--- config.mk ---
export PLATFORM = sky130hd
export DESIGN_NAME = wwt_top
export DESIGN_NICKNAME = d
export VERILOG_FILES = /design/src/wwt_pkg.sv /design/src/wwt_top.sv /design/src/wwt_window_timer.sv
export VERILOG_INCLUDE_DIRS = /design/src
export SDC_FILE = /design/constraint.sdc
export NUM_CORES = 1
export LEC_CHECK = 0
export ABC_AREA = 1
export BUFFER_PORTS_ARGS = -buffer_cell sky130_fd_sc_hd__buf_2
export CAP_MARGIN = 20
export CELL_PAD_IN_SITES_DETAIL_PLACEMENT = 0
export CELL_PAD_IN_SITES_GLOBAL_PLACEMENT = 1
export CORE_MARGIN = 2
export CORE_UTILIZATION = 40
export DETAILED_ROUTE_END_ITERATION = 10
export GPL_ROUTABILITY_DRIVEN = 0
export HOLD_SLACK_MARGIN = 0.1
export PLACE_DENSITY_LB_ADDON = 0.25
export SYNTH_ARGS = -nofsm -noshare
export SYNTH_HDL_FRONTEND = slang
export SYNTH_SLANG_ARGS = --single-unit
--- constraint.sdc ---
create_clock -name sys_clk_i -period 9.08 [get_ports sys_clk_i]
set_input_delay 0.908 -clock sys_clk_i [delete_from_list [all_inputs] [get_ports sys_clk_i]]
set_output_delay 0.908 -clock sys_clk_i [all_outputs]
set_load 0.1 [all_outputs]
--- src/wwt_cfg.svh ---
`ifndef WWT_CFG_SVH
`define WWT_CFG_SVH

// clock rate in MHz, used to turn preset times into cycle counts
`define WWT_CLK_MHZ 25

// register byte offsets, one aligned 32-bit word each
`define WWT_ADDR_W 12
`define WWT_OFF_STATUS 12'h000
`define WWT_OFF_MASK 12'h004
`define WWT_OFF_STATE 12'h008
`define WWT_OFF_CAP_UPPER 12'h00C
`define WWT_OFF_CAP_DELAY 12'h010
`define WWT_OFF_COUNT 12'h014

// event bit positions in status and mask
`define WWT_EV_W 3
`define WWT_EV_EARLY 0
`define WWT_EV_LATE 1
`define WWT_EV_KICK 2

// state register field positions
`define WWT_ST_DISABLED 0
`define WWT_ST_FAULT 1
`define WWT_ST_INIT 2
`define WWT_ST_LINE 3
`define WWT_ST_SEL_LO 4
`define WWT_ST_SEL_HI 5
`define WWT_ST_OFF 6

// reset values
`define WWT_MASK_RST 3'h0
`define WWT_CAP_UP_RST 32'h0000_0800
`define WWT_CAP_DLY_RST 32'h0000_0200

// select codes: disabled code and lower-bound shifts (lower = upper >> shift)
`define WWT_SEL_OFF 2'h2
`define WWT_SHIFT_00 5'h03
`define WWT_SHIFT_01 5'h02
`define WWT_SHIFT_11 5'h01

// factory preset times in microseconds and their cycle counts
`define WWT_UP_PU_US 120
`define WWT_UP_NC_US 160
`define WWT_RST_PU_US 40
`define WWT_RST_NC_US 80
`define WWT_UP_PU_CYC (`WWT_UP_PU_US * `WWT_CLK_MHZ)
`define WWT_UP_NC_CYC (`WWT_UP_NC_US * `WWT_CLK_MHZ)
`define WWT_RST_PU_CYC (`WWT_RST_PU_US * `WWT_CLK_MHZ)
`define WWT_RST_NC_CYC (`WWT_RST_NC_US * `WWT_CLK_MHZ)

`endif

--- src/wwt_pkg.sv ---
package wwt_pkg;

   // supervisor states, one-hot
   typedef enum logic [3:0] {
      WWT_INIT = 4'b0001,
      WWT_RUN = 4'b0010,
      WWT_FAULT = 4'b0100,
      WWT_OFF = 4'b1000
   } wwt_state_t;

   // strap seen on a timing configuration pin
   typedef enum logic [1:0] {
      WWT_PIN_CAP = 2'h0,
      WWT_PIN_PULLUP = 2'h1,
      WWT_PIN_OPEN = 2'h2
   } wwt_pin_t;

   // whole state of the top module
   typedef struct packed {
      wwt_state_t state;
      logic kick_prev;
      logic [2:0] status;
      logic [2:0] mask;
      logic [31:0] cap_upper;
      logic [31:0] cap_delay;
      logic pready;
      logic pslverr;
      logic [31:0] prdata;
      logic irq;
      logic fault_oe_n;
      logic fault_out;
   } wwt_regs_t;

   // whole state of the interval timer
   typedef struct packed {
      logic [31:0] cnt;
   } wwt_tmr_t;

endpackage

--- src/wwt_top.sv ---
`timescale 1ns/1ps
`include "wwt_cfg.svh"

module wwt_top import wwt_pkg::*; (
   input wire logic sys_clk_i,
   input wire logic rst_i,
   // apb slave
   input wire logic psel_i,
   input wire logic penable_i,
   input wire logic pwrite_i,
   input wire logic [11:0] paddr_i,
   input wire logic [31:0] pwdata_i,
   output logic [31:0] prdata_o,
   output logic pready_o,
   output logic pslverr_o,
   output logic irq_o,
   // supervised side
   input wire logic kick_input_i,
   input wire logic cfg_select_0_i,
   input wire logic cfg_select_1_i,
   input wire logic [1:0] timeout_cfg_pin_i,
   input wire logic [1:0] delay_cfg_pin_i,
   // open-drain fault pin: line level, drive value, enable (low drives)
   input wire logic fault_out_n_i,
   output logic fault_out_n_o,
   output logic fault_out_n_oe_n_o
);

   wwt_regs_t r_q;
   wwt_regs_t r_d;

   logic [1:0] sel;
   logic disabled;
   logic [31:0] upper;
   logic [31:0] lower;
   logic [31:0] delay;
   logic [31:0] limit;
   logic [4:0] shift;
   logic kick_fall;
   logic tmr_clear;
   logic [31:0] tmr_count;
   logic tmr_early;
   logic tmr_expired;
   logic [2:0] events;
   logic [2:0] w1c;
   logic access;
   logic complete;
   logic mapped;
   logic [31:0] rdata;
   logic [31:0] state_word;

   // strap decode shared by the timeout and delay pins;
   // the unused code 2'h3 falls back to the open preset
   function automatic logic [31:0] pin_time(
      input logic [1:0] pin,
      input logic [31:0] cap_cyc,
      input logic [31:0] pu_cyc,
      input logic [31:0] nc_cyc
   );
      logic [31:0] t;
      t = nc_cyc;
      if (pin == WWT_PIN_CAP) begin
         t = cap_cyc;
      end else if (pin == WWT_PIN_PULLUP) begin
         t = pu_cyc;
      end
      return t;
   endfunction

   // word address match for the register decode
   function automatic logic reg_hit(
      input logic [11:0] addr,
      input logic [11:0] off
   );
      return addr[11:2] == off[11:2];
   endfunction

   // select pins pick the window ratio or the disabled setting
   assign sel = {cfg_select_1_i, cfg_select_0_i};
   assign disabled = (sel == `WWT_SEL_OFF);

   // lower bound as a fraction of the upper bound, per select code
   always_comb begin
      shift = `WWT_SHIFT_00;
      unique case (sel)
         2'h0: shift = `WWT_SHIFT_00;
         2'h1: shift = `WWT_SHIFT_01;
         2'h2: shift = `WWT_SHIFT_00;
         2'h3: shift = `WWT_SHIFT_11;
      endcase
   end

   // capacitor value is held in software-set cycle counts
   assign upper = pin_time(timeout_cfg_pin_i, r_q.cap_upper,
                           32'(`WWT_UP_PU_CYC), 32'(`WWT_UP_NC_CYC));
   assign lower = upper >> shift;
   assign delay = pin_time(delay_cfg_pin_i, r_q.cap_delay,
                           32'(`WWT_RST_PU_CYC), 32'(`WWT_RST_NC_CYC));

   // one timer serves the window and the delay; only one runs at a time
   assign limit = (r_q.state == WWT_RUN) ? upper : delay;

   // inputs are synchronous, one stage is enough for the edge
   assign kick_fall = r_q.kick_prev & ~kick_input_i;

   wwt_window_timer u_timer (
      .sys_clk_i(sys_clk_i),
      .rst_i(rst_i),
      .clear_i(tmr_clear),
      .lower_i(lower),
      .upper_i(limit),
      .count_o(tmr_count),
      .early_o(tmr_early),
      .expired_o(tmr_expired)
   );

   // apb phases: one wait cycle, answer with pready in the next
   assign access = psel_i & penable_i;
   assign complete = access & r_q.pready;
   assign mapped = reg_hit(paddr_i, `WWT_OFF_STATUS) |
                   reg_hit(paddr_i, `WWT_OFF_MASK) |
                   reg_hit(paddr_i, `WWT_OFF_STATE) |
                   reg_hit(paddr_i, `WWT_OFF_CAP_UPPER) |
                   reg_hit(paddr_i, `WWT_OFF_CAP_DELAY) |
                   reg_hit(paddr_i, `WWT_OFF_COUNT);

   // write-one-to-clear strobe for the sticky events
   assign w1c = (complete & pwrite_i & reg_hit(paddr_i, `WWT_OFF_STATUS)) ?
                pwdata_i[2:0] : 3'h0;

   // live state snapshot for the read-only state word
   always_comb begin
      state_word = 32'h0000_0000;
      state_word[`WWT_ST_DISABLED] = disabled;
      state_word[`WWT_ST_FAULT] = (r_q.state == WWT_FAULT);
      state_word[`WWT_ST_INIT] = (r_q.state == WWT_INIT);
      state_word[`WWT_ST_LINE] = fault_out_n_i;
      state_word[`WWT_ST_SEL_LO] = sel[0];
      state_word[`WWT_ST_SEL_HI] = sel[1];
      state_word[`WWT_ST_OFF] = (r_q.state == WWT_OFF);
   end

   // read mux; unused bits read as zero
   always_comb begin
      rdata = 32'h0000_0000;
      if (reg_hit(paddr_i, `WWT_OFF_STATUS)) begin
         rdata[2:0] = r_q.status;
      end else if (reg_hit(paddr_i, `WWT_OFF_MASK)) begin
         rdata[2:0] = r_q.mask;
      end else if (reg_hit(paddr_i, `WWT_OFF_STATE)) begin
         rdata = state_word;
      end else if (reg_hit(paddr_i, `WWT_OFF_CAP_UPPER)) begin
         rdata = r_q.cap_upper;
      end else if (reg_hit(paddr_i, `WWT_OFF_CAP_DELAY)) begin
         rdata = r_q.cap_delay;
      end else if (reg_hit(paddr_i, `WWT_OFF_COUNT)) begin
         rdata = tmr_count;
      end
   end

   // supervisor, bus slave and interrupt in one next-state process
   always_comb begin
      r_d = r_q;
      tmr_clear = 1'b0;
      events = 3'h0;
      r_d.kick_prev = kick_input_i;

      unique case (r_q.state)
         // power-up delay: kicks are not even looked at here
         WWT_INIT: begin
            if (disabled) begin
               r_d.state = WWT_OFF;
               tmr_clear = 1'b1;
            end else if (tmr_expired) begin
               r_d.state = WWT_RUN;
               tmr_clear = 1'b1;
            end
         end
         // window running: a kick on the last cycle still counts
         WWT_RUN: begin
            if (disabled) begin
               r_d.state = WWT_OFF;
               tmr_clear = 1'b1;
            end else if (kick_fall) begin
               tmr_clear = 1'b1;
               if (tmr_early) begin
                  r_d.state = WWT_FAULT;
                  events[`WWT_EV_EARLY] = 1'b1;
               end else begin
                  events[`WWT_EV_KICK] = 1'b1;
               end
            end else if (tmr_expired) begin
               r_d.state = WWT_FAULT;
               tmr_clear = 1'b1;
               events[`WWT_EV_LATE] = 1'b1;
            end
         end
         // fault held: kicks ignored until the delay has run out
         WWT_FAULT: begin
            if (disabled) begin
               r_d.state = WWT_OFF;
               tmr_clear = 1'b1;
            end else if (tmr_expired) begin
               r_d.state = WWT_RUN;
               tmr_clear = 1'b1;
            end
         end
         // disabled: the kick level has no effect at all
         WWT_OFF: begin
            if (!disabled) begin
               r_d.state = WWT_RUN;
               tmr_clear = 1'b1;
            end
         end
         default: begin
            r_d.state = WWT_INIT;
            tmr_clear = 1'b1;
         end
      endcase

      // pin pulled low only in the fault state; never driven high
      r_d.fault_oe_n = (r_d.state != WWT_FAULT);
      r_d.fault_out = 1'b0;

      // bus: first access cycle loads read data and error, next answers
      r_d.pready = access & ~r_q.pready;
      if (access & ~r_q.pready) begin
         r_d.pslverr = ~mapped;
         r_d.prdata = pwrite_i ? 32'h0000_0000 : rdata;
      end

      // writes take effect at the edge that completes the transfer
      if (complete & pwrite_i) begin
         if (reg_hit(paddr_i, `WWT_OFF_MASK)) begin
            r_d.mask = pwdata_i[2:0];
         end
         if (reg_hit(paddr_i, `WWT_OFF_CAP_UPPER)) begin
            r_d.cap_upper = pwdata_i;
         end
         if (reg_hit(paddr_i, `WWT_OFF_CAP_DELAY)) begin
            r_d.cap_delay = pwdata_i;
         end
      end

      // sticky events; a new event beats a clear in the same cycle
      r_d.status = (r_q.status & ~w1c) | events;

      // level interrupt from unmasked sticky bits
      r_d.irq = |(r_d.status & r_d.mask);
   end

   always_ff @(posedge sys_clk_i) begin
      if (rst_i) begin
         r_q.state <= WWT_INIT;
         r_q.kick_prev <= 1'b1;
         r_q.status <= 3'h0;
         r_q.mask <= `WWT_MASK_RST;
         r_q.cap_upper <= `WWT_CAP_UP_RST;
         r_q.cap_delay <= `WWT_CAP_DLY_RST;
         r_q.pready <= 1'b0;
         r_q.pslverr <= 1'b0;
         r_q.prdata <= 32'h0000_0000;
         r_q.irq <= 1'b0;
         r_q.fault_oe_n <= 1'b1;
         r_q.fault_out <= 1'b0;
      end else begin
         r_q <= r_d;
      end
   end

   // every output straight from the state flops
   assign prdata_o = r_q.prdata;
   assign pready_o = r_q.pready;
   assign pslverr_o = r_q.pslverr;
   assign irq_o = r_q.irq;
   assign fault_out_n_o = r_q.fault_out;
   assign fault_out_n_oe_n_o = r_q.fault_oe_n;

endmodule // wwt_top

--- src/wwt_window_timer.sv ---
`timescale 1ns/1ps

module wwt_window_timer import wwt_pkg::*; (
   input wire logic sys_clk_i,
   input wire logic rst_i,
   input wire logic clear_i,
   input wire logic [31:0] lower_i,
   input wire logic [31:0] upper_i,
   output logic [31:0] count_o,
   output logic early_o,
   output logic expired_o
);

   wwt_tmr_t t_q;
   wwt_tmr_t t_d;
   logic [31:0] limit;

   // count cycles since the last clear; saturate so a stuck state never wraps
   always_comb begin
      t_d = t_q;
      if (clear_i) begin
         t_d.cnt = 32'h0000_0000;
      end else if (t_q.cnt != 32'hFFFF_FFFF) begin
         t_d.cnt = t_q.cnt + 32'h0000_0001;
      end
   end

   always_ff @(posedge sys_clk_i) begin
      if (rst_i) begin
         t_q <= '0;
      end else begin
         t_q <= t_d;
      end
   end

   // a zero limit would never expire, so it is treated as one cycle
   assign limit = (upper_i == 32'h0000_0000) ? 32'h0000_0001 : upper_i;
   assign count_o = t_q.cnt;
   assign early_o = t_q.cnt < lower_i;
   assign expired_o = t_q.cnt >= (limit - 32'h0000_0001);

endmodule // wwt_window_timer

==> results.py <==
metrics = {
    "setup_path": {
        "critPathKind": "reg2reg",
        "crit_path_top_delay_cell": "o21ai_0",
        "worstPathMaxFanout": 62,
        "cpPeakStageDelay_ns": 0.78,
        "cp.arrival_ns": 6.49,
        "cp-start-kind": "flip-flop",
        "end_kind": "flip-flop",
        "crit_required_ns": 9.39,
    },
    "power": {
        "peakVddDrop_mv": 0.0990,
        "p_per_area_nw_per_um2": 134,
        "p_seq_share_pct": 41.8,
        "internal-power_mw": 1.09,
        "switching_share_pct": 28.4,
        "power_mw": 1.52,
        "power.switching_mw": 0.431,
        "pwr-share-comb_pct": 9.7,
        "pwr-share-clk_pct": 48.5,
        "p_leak_nw": 4.70,
    },
    "detailed_routing": {
        "drtPass1Iterations": 7,
        "via_per_inst": 5.38,
        "wire_per_inst_um": 17.8,
        "num_vias": 10391,
        "ant_nets": 0,
        "drc": 0,
        "drt_wl_total_mm": 34.4,
        "drt-initial-drc-count": 784,
    },
    "clocking": {
        "clkSinkCount": 143,
        "cts_buffers": 17,
        "postCtsSetupRepairBufs": 0,
        "clkTransAtPathRegs_ns": 0.07,
        "clk_latency_ns": 0.44,
        "ctsHoldBuffers": 0,
        "cts_buffer_depth": 2,
        "cts_resized": 0,
        "h-tree-depth": 4,
        "clockRootBuffer": "clkbuf_16",
        "cts_tree": "yes",
    },
    "timing": {
        "rsz0062_at_grt": "false",
        "fin_crit_sh_pct": 68.0,
        "worstMarginPinSlew_ns": 0.994,
        "max_clock_freq_mhz": 162,
        "drv_slew": 0,
        "holdWs_ns": 0.463,
        "skew_ns": 0.0124,
        "setup_viol": 0,
        "hold_violations": 0,
        "setup_tns_ns": 0,
        "min_period_ns": 6.18,
        "slew_headroom_pct": 33.5,
    },
    "status": {
        "outcome": "finished clean",
    },
    "hold_path": {
        "hp-class": "reg2reg",
    },
    "global_route": {
        "grt_max_degree": 68,
        "grt_use_total_pct": 25.5,
        "grt_pass1_wl_mm": 52.4,
        "grt-ovfl-total": 0,
        "antenna_found_initial": 0,
        "grt_pass1_vias": 9404,
    },
    "floorplan": {
        "rows": 58,
        "die_w_um": 164,
        "start_util_pct": 40.7,
        "design.core.area_sq_um": 25200,
        "dieArea_sq_um": 27000,
        "die_y_um": 164,
        "io_pins": 94,
    },
    "finish": {
        "drive_above_1_share_pct": 10.4,
        "final_nets": 1710,
        "n_fill_cell": 2787,
        "diodes": 0,
        "final_common_cell": "nand2_1",
        "area_growth_pct": 10.1,
        "instances_no_fill": 1930,
        "layout_common_cells": "267 x nand2_1, 185 x inv_1, 165 x o21ai_0",
    },
    "synth": {
        "syn_nets": 1686,
        "syn_area_per_cell_sq_um": 6.56,
        "ys.flop_type": "dfxtp_1",
        "synth.top_cell.area_share_pct": 27.9,
        "syn_area_sq_um": 10300,
        "synth_area_leaders": "dfxtp_1 28%, nand2_1 9.8%, o21ai_0 8.0%",
        "ys_warn_count": 0,
        "yosysSeqAreaShare_pct": 27.9,
        "synthCells": 1564,
        "ys_seq_elements": 143,
        "synth_largest_area_cell": "dfxtp_1",
        "synth-async-reset-ratio_pct": 0,
        "synth_edf_count": 0,
        "synthDistinctLibCells": 49,
    },
    "flow_run": {
        "max-cap-violations": 0,
    },
    "placed_design": {
        "dp.cells": 1897,
        "place_hpwl_mm": 26.9,
        "port_buffers": 90,
    },
}
[flip-flops by register name (all words and copies together) (netlist names)]
register	count
fault_out_n_oe_n_o	1
u_timer.count_o	32
irq_o	1
pslverr_o	1
r_q	75
prdata_o	32
pready_o	1
[power groups by stage]
stage	clock [mW]	combinational, mW	sequential [mW]
after global placement	0	0.144	0.649
final	0.736	0.147	0.634
after detailed placement	0	0.145	0.649
after global routing	0.767	0.166	0.634
after CTS	0.743	0.146	0.634
after floorplan	0	0.0958	0.651
[through the flow]
| stage | worst slack (ns) | instance area, sq um | utilization [%] |
|---|---|---|---|
| 5_1_grt | 2.39 | 11300 | 44.9 |
| 3_5_place_dp | 2.53 | 10700 | 42.4 |
| 2_1_floorplan | 4.31 | 10300 | - |
| 4_1_cts | 2.90 | 11300 | 44.8 |
| 6_report | 2.90 | 11300 | 44.9 |
| 3_3_place_gp | 2.57 | 10700 | 42.4 |
[cells in the mapped netlist, types with 2 or more instances]
cell type,n
nand2_1,268
inv_1,185
o21ai_0,165
nor2_1,158
dfxtp_1,143
a21oi_1,140
nand3_1,81
ha_1,65
clkbuf_1,46
xor2_1,46
nor3_1,42
buf_4,35
o221ai_1,31
nand4_1,29
o21ai_1,23
o22ai_1,10
nor4_1,9
buf_2,8
inv_2,8
nor2_2,8
o211ai_1,8
nor2_4,5
a211oi_1,4
a31oi_1,4
buf_1,4
clkinv_1,3
inv_4,3
mux2i_1,3
nand2_2,3
xnor2_1,3
and3_1,2
conb_1,2
nand3_2,2
nand4_2,2
o21a_1,2
[final timing paths]
| path | startpoint | endpoint | slack, ns | cells after the start |
|---|---|---|---|---|
| worst min register to register | prdata_o[6]$_SDFFE_PP0P_ | prdata_o[6]$_SDFFE_PP0P_ | 0.46 | 2 |
| worst max register to register | r_q[110]$_SDFF_PP0_ | u_timer.count_o[10]$_SDFFE_PP0P_ | 2.90 | 28 |
| worst min-delay path | prdata_o[6]$_SDFFE_PP0P_ | prdata_o[6]$_SDFFE_PP0P_ | 0.46 | 2 |
| worst max-delay path | r_q[110]$_SDFF_PP0_ | u_timer.count_o[10]$_SDFFE_PP0P_ | 2.90 | 28 |
[worst max-delay path: cells and delay by family, from the launching register on]
family	cells	cell delay, ns
AO/OA/AOI/OAI	2	0.90
XOR/XNOR	1	0.17
adder cells (fa/ha/maj)	2	0.49
buffers and inverters	4	0.66
flip-flops	1	0.33
AND/OR/NAND/NOR	19	3.42
[cell type report]
class	instances	area (sq um)	share of cell area (%)
Tap cell	330	413	3.65
Timing Repair Buffer	99	531	4.69
Clock inverter	14	170	1.51
Sequential cell	143	2860	25.3
Clock buffer	17	425	3.76
Multi-Input combinational cell	1128	6140	54.4
Inverter	199	754	6.68
[logic make-up (layout without fill, tap and decap cells)]
| kind of cell | after synthesis | after routing | synth area share [%] |
|---|---|---|---|
| xor gates and xnor gates | 49 | 49 | 4.18 |
| AOI/OAI and AO/OA | 394 | 394 | 21.1 |
| other | 2 | 2 | 0.0732 |
| muxes | 3 | 3 | 0.293 |
| DFF | 143 | 143 | 27.9 |
| adders and majority gates | 65 | 65 | 7.93 |
| buffers and inverters | 293 | 329 | 12.2 |
| and+or+nand+nor | 615 | 615 | 26.3 |
[metal layers]
| layer | GRT usage [%] | up-vias | part of all wire, % |
|---|---|---|---|
| met3 | 3.26 | 48 | 4.0 |
| met5 | 0 | - | 0 |
| met2 | 42.9 | 228 | 48 |
| met1 | 33.5 | 4848 | 45 |
| met4 | 9.13 | 0 | 2.9 |
| li1 | - | 5267 | - |
No activity file was read; power rests on OpenSTA's default activity.
